[src/hdl/cmc_pkg.sv]
package cmc_pkg;
  // ==========================================================
  // Bus geometry
  localparam int ADDR_W = 8;
  localparam int DATA_W = 32;

  // ==========================================================
  // Register byte addresses
  localparam logic [ADDR_W-1:0] MASTER_CONTROL_REG = 8'h00;
  localparam logic [ADDR_W-1:0] MASTER_STATUS_REG = 8'h04;
  localparam logic [ADDR_W-1:0] DIAGNOSTIC_REG = 8'h08;
  localparam logic [ADDR_W-1:0] IRQ_ENABLE_REG = 8'h0C;
  localparam logic [ADDR_W-1:0] CAPABILITY_REG = 8'h10;

  // ==========================================================
  // Field positions
  localparam int CTL_INIT_REQUEST = 0;
  localparam int CTL_SLEEP_REQUEST = 1;
  localparam int CTL_AUTO_WAKEUP = 2;
  localparam int STS_INIT_ACK = 0;
  localparam int STS_SLEEP_ACK = 1;
  localparam int STS_SYNCED = 2;
  localparam int STS_RX_LEVEL = 3;
  localparam int DIAG_SILENT = 0;
  localparam int DIAG_LOOPBACK = 1;
  localparam int IEN_WAKEUP = 0;
  localparam int CAP_FIFO_COUNT = 0;
  localparam int CAP_FIFO_DEPTH = 4;
  localparam int CAP_STD_ID_W = 8;
  localparam int CAP_EXT_ID_W = 16;

  // ==========================================================
  // Reset values: the core wakes from reset asleep
  localparam logic [2:0] CTL_RESET = 3'h2;
  localparam logic [1:0] DIAG_RESET = 2'h0;
  localparam logic IEN_RESET = 1'b0;

  // ==========================================================
  // Protocol figures
  localparam int IDLE_BITS = 11;
  localparam int RX_FIFO_COUNT = 2;
  localparam int RX_FIFO_DEPTH = 3;
  localparam int STD_ID_W = 11;
  localparam int EXT_ID_W = 29;

  // ==========================================================
  // Types
  typedef enum logic [1:0] {
    CMC_SLEEP,
    CMC_INIT,
    CMC_SYNC,
    CMC_NORMAL
  } cmc_state_t;

  typedef struct packed {
    logic auto_wakeup_enable;
    logic sleep_request;
    logic init_request;
  } cmc_ctrl_t;

  typedef struct packed {
    logic loopback_select;
    logic silent_select;
  } cmc_diag_t;
endpackage

[src/hdl/cmc_mode_ctrl.sv]
// Notes on behaviour
// (RL1) Reset: sleep mode, receive pull-up on
// (RL2) Mode entered: acknowledge set, pull-up off
// (RL3) Normal only after 11 recessive bits
// (RL4) Init exit seen when acknowledge clears
// (RL5) Init: no transfers, transmit recessive
// (RL6) Entering init keeps configuration intact
// (RL7) Software writes filters only while inactive
// (RL8) Sleep: clock stopped, no status updates
// (RL9) Init request in sleep never acknowledged
// (RL10) Sleep exit; auto wake clears request
// (RL11) No auto wake: software clears request
// (RL12) Wake interrupt on bus activity if enabled
// (RL13) Sleep acknowledge clears after bus sync
// (RL14) Test bits set only during initialization; the design accepts diagnostic writes in any mode
// (RL15) Silent: recessive output, never transmits
// (RL16) Silent: dominant bits looped back internally
// (RL17) Loop-back: own frames received and filtered
// (RL18) Loop-back: acknowledge errors ignored
// (RL19) Loop-back: transmit feeds receive internally
// (RL20) Combined: receive cut, transmit recessive
// (RL21) Two receive FIFOs, three messages each
// (RL22) Standard and extended identifiers supported
// (RL23) Sleep wake: dominant receive level detected
//
// Strobed register access and the placing of the registers are this design's own decisions.
module cmc_mode_ctrl #(
  parameter int SYNC_BITS = cmc_pkg::IDLE_BITS
) (
  // Clock and reset
  input wire logic clock_i,
  input wire logic rst_i,
  // Register port
  input wire logic [cmc_pkg::ADDR_W-1:0] reg_addr_i,
  input wire logic [cmc_pkg::DATA_W-1:0] reg_wdata_i,
  input wire logic reg_wr_i,
  input wire logic reg_rd_i,
  output logic [cmc_pkg::DATA_W-1:0] reg_rdata_o,
  // Protocol core side
  input wire logic bit_tick_i,
  input wire logic core_tx_i,
  output logic core_rx_o,
  output logic core_clk_en_o,
  output logic transfer_en_o,
  output logic tx_start_allow_o,
  output logic ack_err_ignore_o,
  output logic own_rx_accept_o,
  output logic wakeup_irq_o,
  // Bus pins
  input wire logic bus_rx_pin_i,
  output logic bus_tx_pin_o,
  output logic rx_pullup_en_o
);
  import cmc_pkg::*;

  // ==========================================================
  // Registers and state
  cmc_state_t state;
  cmc_state_t next_state;
  cmc_ctrl_t ctrl;
  cmc_ctrl_t next_ctrl;
  cmc_diag_t diag;
  logic wakeup_irq_enable;
  logic from_sleep;
  logic rx_pullup;
  logic bus_tx;
  logic wake_irq;
  logic rx_level;
  logic [3:0] idle_cnt;
  logic [3:0] next_idle_cnt;
  logic [DATA_W-1:0] rdata;

  // ==========================================================
  // Decode
  wire wr_ctrl = reg_wr_i && (reg_addr_i == MASTER_CONTROL_REG);
  wire wr_diag = reg_wr_i && (reg_addr_i == DIAGNOSTIC_REG);
  wire wr_ien = reg_wr_i && (reg_addr_i == IRQ_ENABLE_REG);
  wire in_sleep = (state == CMC_SLEEP);
  wire in_init = (state == CMC_INIT);
  wire in_normal = (state == CMC_NORMAL);
  wire init_ack = in_init;
  // Acknowledge stays up until the bus is idle when leaving sleep
  wire sleep_ack = in_sleep || ((state == CMC_SYNC) && from_sleep); // see (RL13)
  wire silent = diag.silent_select;
  wire loopback = diag.loopback_select;

  // ==========================================================
  // Pin routing
  // Outside normal operation the core may only send recessive
  wire tx_int = core_tx_i || !in_normal; // see (RL5)
  // Silent: dominant bits reach only the core, bus sees ones
  wire rx_silent = bus_rx_pin_i && tx_int; // see (RL16)
  // Loop-back feeds core receive from transmit, not the pin, combined mode too
  wire rx_int = loopback ? tx_int : (silent ? rx_silent : bus_rx_pin_i); // see (RL19) (RL20)
  wire next_bus_tx = silent ? 1'b1 : tx_int; // see (RL15) (RL20)
  // Wake detection runs off the free clock while the core is gated
  wire bus_activity = in_sleep && !bus_rx_pin_i; // see (RL23)
  wire sync_done = (state == CMC_SYNC) && bit_tick_i && rx_int
    && (idle_cnt == 4'(SYNC_BITS - 1)); // see (RL3)

  // ==========================================================
  // Idle bit counter: any dominant bit restarts the count
  always_comb begin
    next_idle_cnt = idle_cnt;
    if (state != CMC_SYNC) begin
      next_idle_cnt = 4'h0;
    end else if (bit_tick_i) begin
      next_idle_cnt = rx_int ? idle_cnt + 4'h1 : 4'h0; // see (RL3)
    end
  end

  // ==========================================================
  // Mode sequencing
  always_comb begin
    next_state = state;
    case (state)
      CMC_SLEEP: begin
        // An init request alone cannot leave sleep
        if (!ctrl.sleep_request) begin
          next_state = CMC_SYNC; // see (RL9) (RL10)
        end
      end
      CMC_INIT: begin
        if (!ctrl.init_request) begin
          next_state = ctrl.sleep_request ? CMC_SLEEP : CMC_SYNC; // see (RL4)
        end
      end
      CMC_SYNC: begin
        if (ctrl.init_request) begin
          next_state = CMC_INIT; // see (RL2)
        end else if (ctrl.sleep_request) begin
          next_state = CMC_SLEEP;
        end else if (sync_done) begin
          next_state = CMC_NORMAL; // see (RL3)
        end
      end
      CMC_NORMAL: begin
        if (ctrl.init_request) begin
          next_state = CMC_INIT;
        end else if (ctrl.sleep_request) begin
          next_state = CMC_SLEEP;
        end
      end
      default: begin
        next_state = CMC_SLEEP;
      end
    endcase
  end

  // ==========================================================
  // Control register: software write wins over the wake clear
  always_comb begin
    next_ctrl = ctrl;
    if (bus_activity && ctrl.auto_wakeup_enable) begin
      next_ctrl.sleep_request = 1'b0; // see (RL10)
    end
    if (wr_ctrl) begin
      next_ctrl = cmc_ctrl_t'(reg_wdata_i[2:0]);
    end
  end

  // Configuration is written by software and by the auto wake clear, never by mode changes
  always_ff @(posedge clock_i) begin
    if (rst_i) begin
      ctrl <= CTL_RESET;
      diag <= DIAG_RESET;
      wakeup_irq_enable <= IEN_RESET;
    end else begin
      ctrl <= next_ctrl;
      if (wr_diag) begin
        diag <= cmc_diag_t'(reg_wdata_i[1:0]); // see (RL6)
      end
      if (wr_ien) begin
        wakeup_irq_enable <= reg_wdata_i[IEN_WAKEUP];
      end
    end
  end

  always_ff @(posedge clock_i) begin
    if (rst_i) begin
      state <= CMC_SLEEP; // see (RL1)
      from_sleep <= 1'b0;
      idle_cnt <= 4'h0;
    end else begin
      state <= next_state;
      idle_cnt <= next_idle_cnt;
      if (next_state == CMC_SYNC) begin
        from_sleep <= in_sleep || from_sleep;
      end else begin
        from_sleep <= 1'b0;
      end
    end
  end

  // Pull-up is on only until the first mode change is confirmed
  always_ff @(posedge clock_i) begin
    if (rst_i) begin
      rx_pullup <= 1'b1; // see (RL1)
    end else if (next_state != state) begin
      rx_pullup <= 1'b0; // see (RL2)
    end
  end

  // Status freezes with the gated core clock while asleep
  always_ff @(posedge clock_i) begin
    if (rst_i) begin
      rx_level <= 1'b1;
    end else if (!in_sleep) begin
      rx_level <= bus_rx_pin_i; // see (RL8)
    end
  end

  always_ff @(posedge clock_i) begin
    if (rst_i) begin
      bus_tx <= 1'b1;
      wake_irq <= 1'b0;
    end else begin
      bus_tx <= next_bus_tx;
      wake_irq <= bus_activity && wakeup_irq_enable; // see (RL12)
    end
  end

  // ==========================================================
  // Register read, data stand one cycle after the strobe
  wire [DATA_W-1:0] status_word = {{(DATA_W-4){1'b0}}, rx_level, in_normal,
    sleep_ack, init_ack};
  wire [DATA_W-1:0] caps_word = DATA_W'({8'(EXT_ID_W), 8'(STD_ID_W),
    4'(RX_FIFO_DEPTH), 4'(RX_FIFO_COUNT)}); // see (RL21) (RL22)
  wire [DATA_W-1:0] rd_mux =
    (reg_addr_i == MASTER_CONTROL_REG) ? {{(DATA_W-3){1'b0}}, ctrl} :
    (reg_addr_i == MASTER_STATUS_REG) ? status_word :
    (reg_addr_i == DIAGNOSTIC_REG) ? {{(DATA_W-2){1'b0}}, diag} :
    (reg_addr_i == IRQ_ENABLE_REG) ? {{(DATA_W-1){1'b0}}, wakeup_irq_enable} :
    (reg_addr_i == CAPABILITY_REG) ? caps_word : '0;

  always_ff @(posedge clock_i) begin
    if (rst_i) begin
      rdata <= '0;
    end else begin
      rdata <= reg_rd_i ? rd_mux : '0;
    end
  end

  // ==========================================================
  // Outputs
  assign reg_rdata_o = rdata;
  assign core_rx_o = rx_int;
  // Status logic in the core freezes with its gated clock
  assign core_clk_en_o = !in_sleep; // see (RL8)
  assign transfer_en_o = in_normal; // see (RL5)
  assign tx_start_allow_o = in_normal && !silent; // see (RL15)
  assign ack_err_ignore_o = loopback; // see (RL18)
  assign own_rx_accept_o = loopback; // see (RL17)
  assign wakeup_irq_o = wake_irq;
  assign bus_tx_pin_o = bus_tx;
  assign rx_pullup_en_o = rx_pullup;
endmodule

[config.mk]
export PLATFORM = sky130hd
export DESIGN_NAME = cmc_mode_ctrl
export DESIGN_NICKNAME = d
export VERILOG_FILES = /design/src/hdl/cmc_pkg.sv /design/src/hdl/cmc_mode_ctrl.sv
export SDC_FILE = /design/constraint.sdc
export NUM_CORES = 1
export LEC_CHECK = 0
export BUFFER_PORTS_ARGS = -buffer_cell sky130_fd_sc_hd__buf_4
export CORE_ASPECT_RATIO = 1.5
export CORE_MARGIN = 2
export CORE_UTILIZATION = 45
export CTS_CLUSTER_DIAMETER = 200
export DETAILED_ROUTE_END_ITERATION = 10
export GPL_TIMING_DRIVEN = 0
export PLACE_DENSITY = 0.93
export SYNTH_ARGS = -nofsm -noshare
export SYNTH_HDL_FRONTEND = slang
export SYNTH_SLANG_ARGS = --single-unit
[constraint.sdc]
create_clock -name clock_i -period 2.95 [get_ports clock_i]
set_input_delay 0 -clock clock_i [delete_from_list [all_inputs] [get_ports clock_i]]
set_output_delay 0 -clock clock_i [all_outputs]
set_load 0.02 [all_outputs]
==> results by group <==
STA
  – Max_slew headroom: 0.642
  – Max Slew Vio Count: 0
  – Slew of the pin with the lowest slew margin: 530 ps
  – Hold Vio Cnt, Final: 0
  – Unrepaired setup endpoints after global routing: no
  – FMAX: 0.653 GHz
  – Worst Clk Skew: 4.99 ps
  – Final min period: 1530 ps
  – Fin Setup TNS: 0 ps
  – Tcrit/Tclk final: 0.519
  – Final setup viols: 0

Power
  – Power per Cell Area: 368 nW/um2
  – Total chip power: 0.675 mW
  – VDD IR max: 0.000309 V
  – Leak: 0.822 nW

Synth
  – Top cells by count, synth: buf_4, dfxtp_1, nor2_1, a21oi_1, inv_1
  – Cell taking the most area after synthesis: dfxtp_1
  – Top-count cell post-synth: buf_4
  – Syn Inst Count: 148
  – Async set or reset register ratio after synthesis: 0
  – Yosys cell types: 48
  – Synth warn: 0
  – Synth Flop Type: dfxtp_1
  – Number of flops mapped to enable cells by yosys: 0
  – Yosys top cell area share: 0.336
  – Syn Std Cell Area: 1310 um2
  – Flops & latches, synth: 22
  – Sequential cell area fraction in the yosys report: 0.336
  – Synthesized area per cell: 8.86 um2
  – Top post-synthesis cells by area: dfxtp_1, buf_4, nor2_1, mux2i_1, a21oi_1

Placement
  – Placed instance area: 1710 um2
  – IO buf count: 38
  – Dpl hpwl: 2.34 mm
  – Gpl congestion: 0.765

Floorplan
  – Core Footprint: 2850 um2
  – Chip Width: 48.1 um
  – IO Count: 88
  – Die footprint: 3370 um2
  – Die Y: 70.1 um
  – # rows: 24
  – Initial cell density of the core: 0.460

Clock network
  – Clock Tree Root: clkbuf_8
  – CTS tree: yes
  – CTS resizes: 0
  – Clock Latency Late Sink: 260 ps
  – Worst-path clk slew: 80 ps
  – H-tree levels: 1
  – Bufs on Longest Clock Path: 2
  – TritonCTS Buffers: 3
  – Sink Count: 22

GRT
  – Largest net degree at the start of global routing: 14
  – Vias in the first global route: 1234
  – Gr usage total: 0.201
  – Grt total ovfl: 0
  – First-pass GRT wire length: 5.11 mm
  – Initial antenna violation count: 0

Final layout
  – N_diodes: 0
  – Layout cells sized above 1: 0.380
  – Nets@finish: 263
  – Finished Cell Area: 1830 um2
  – Area Overhead vs Synth: 39.9%

Setup path
  – CP required: 3110 ps
  – R2r setup slk: 1420 ps
  – Setup crit start kind: flip-flop
  – CP max FO: 4
  – Worst path arrival time: 1690 ps
  – Kind of critical path: reg2reg
  – Critical path endpoint category: flip-flop

Run status
  – Status: complete, no violations

Drt
  – 1st-pass router iterations: 4
  – Number of nets with antenna violations after routing: 0
  – Total routed wirelength: 3.18 mm
  – Max layer used: met4
  – Vias per cell: 5.03
  – Met2 wire length: 1.63 mm
  – Total number of vias: 1267
  – DRT met1 WL: 1.23 mm
  – Met3 WL post-DR: 203 um
  – Initial DRC Count: 45
  – Routed length per instance: 12.6 um
  – DR DRC count: 0

Run
  – Max-Cap Viols: 0

Hold path
  – Hold Path Class: in2reg
## sequential cells by signal, indices dropped and copies added, names as in the netlist
signal             flops
reg_rdata_o            5
idle_cnt               4
ctrl                   3
state                  2
ack_err_ignore_o       1
bus_tx_pin_o           1
from_sleep             1
rx_level               1
rx_pullup_en_o         1
silent                 1
wakeup_irq_enable      1
wakeup_irq_o           1
## worst max-delay path, cell delays in order, from the launching register on
cell and delay (ps):
dfxtp_1 350, inv_1 70, ha_1 150, nand4b_1 150, or4_1 490, a31o_1 220
## metrics by stage
stage,hold slack (ps),utilization,setup WS (ps),instances
2_1_floorplan,76.0,-,1510,166
3_3_place_gp,205,0.600,1450,243
3_5_place_dp,205,0.600,1420,243
4_1_cts,18.5,0.643,1420,252
5_1_grt,28.5,0.643,1350,252
6_report,18.5,0.643,1420,252
## area by class of cell
type	count	area, um2
Fill cell	234	1020
Multi-Input combinational cell	105	672
Sequential cell	22	440
Timing Repair Buffer	43	335
Buffer	34	248
Tap cell	39	48.8
Clock buffer	3	41.3
Clock inverter	1	30.0
Inverter	5	18.8
## cell families (layout without fill, tap and decap cells)
logic type / count (synthesis) / in the layout / synth area share
other: 1 / 19 / 0.00286
muxes: 4 / 4 / 0.0305
xor gates and xnor gates: 3 / 3 / 0.0200
adders and majority gates: 2 / 2 / 0.0191
AOI/OAI and AO/OA: 24 / 24 / 0.136
DFF: 22 / 22 / 0.336
and+or+nand+nor: 53 / 53 / 0.252
buffers and inverters: 39 / 86 / 0.203
## routing by layer
metal	up-vias	track usage
met5	-	0
li1	609	-
met4	0	0.102
met1	576	0.214
met2	66	0.357
met3	16	0.0181
## placed cells by master (no fill, tap or decap), drive strengths merged, types with 2 or more instances in the layout
cell	count
nor4b	2
a21oi	6
nand2b	4
nand2	4
clkbuf	4
buf	71
nor4	4
ha	2
nand4	4
nor3	5
xor2	2
dlygate4sd3	5
nand4b	2
dfxtp	22
nor2b	4
nor2	13
mux2i	4
a211oi	2
or4	2
or4b	2
inv	5
o31ai	3
conb	19
## where the power goes
part           internal (mW)  switching, mW  leakage, nW
Sequential             0.297       0.000288        0.177
Combinational         0.0462         0.0546        0.609
Clock                  0.181         0.0962       0.0357
Total                  0.524          0.151        0.822
## timing repair
| item | CTS | global route |
|---|---|---|
| hold endpoints to repair | 7 | 0 |
| setup endpoints to repair | 0 | 0 |
| buffers inserted | 0 | 0 |
| hold buffers | 5 | 0 |
## final timing paths
path                                      from             end  depth (start not counted)
worst min-delay path            reg_wdata_i[1]         ctrl[1]                          3
worst max register to register     idle_cnt[0]  rx_pullup_en_o                          5
worst min register to register        rx_level  reg_rdata_o[3]                          2
worst max-delay path               idle_cnt[0]  rx_pullup_en_o                          5
Power figures use the tool's default switching activity.
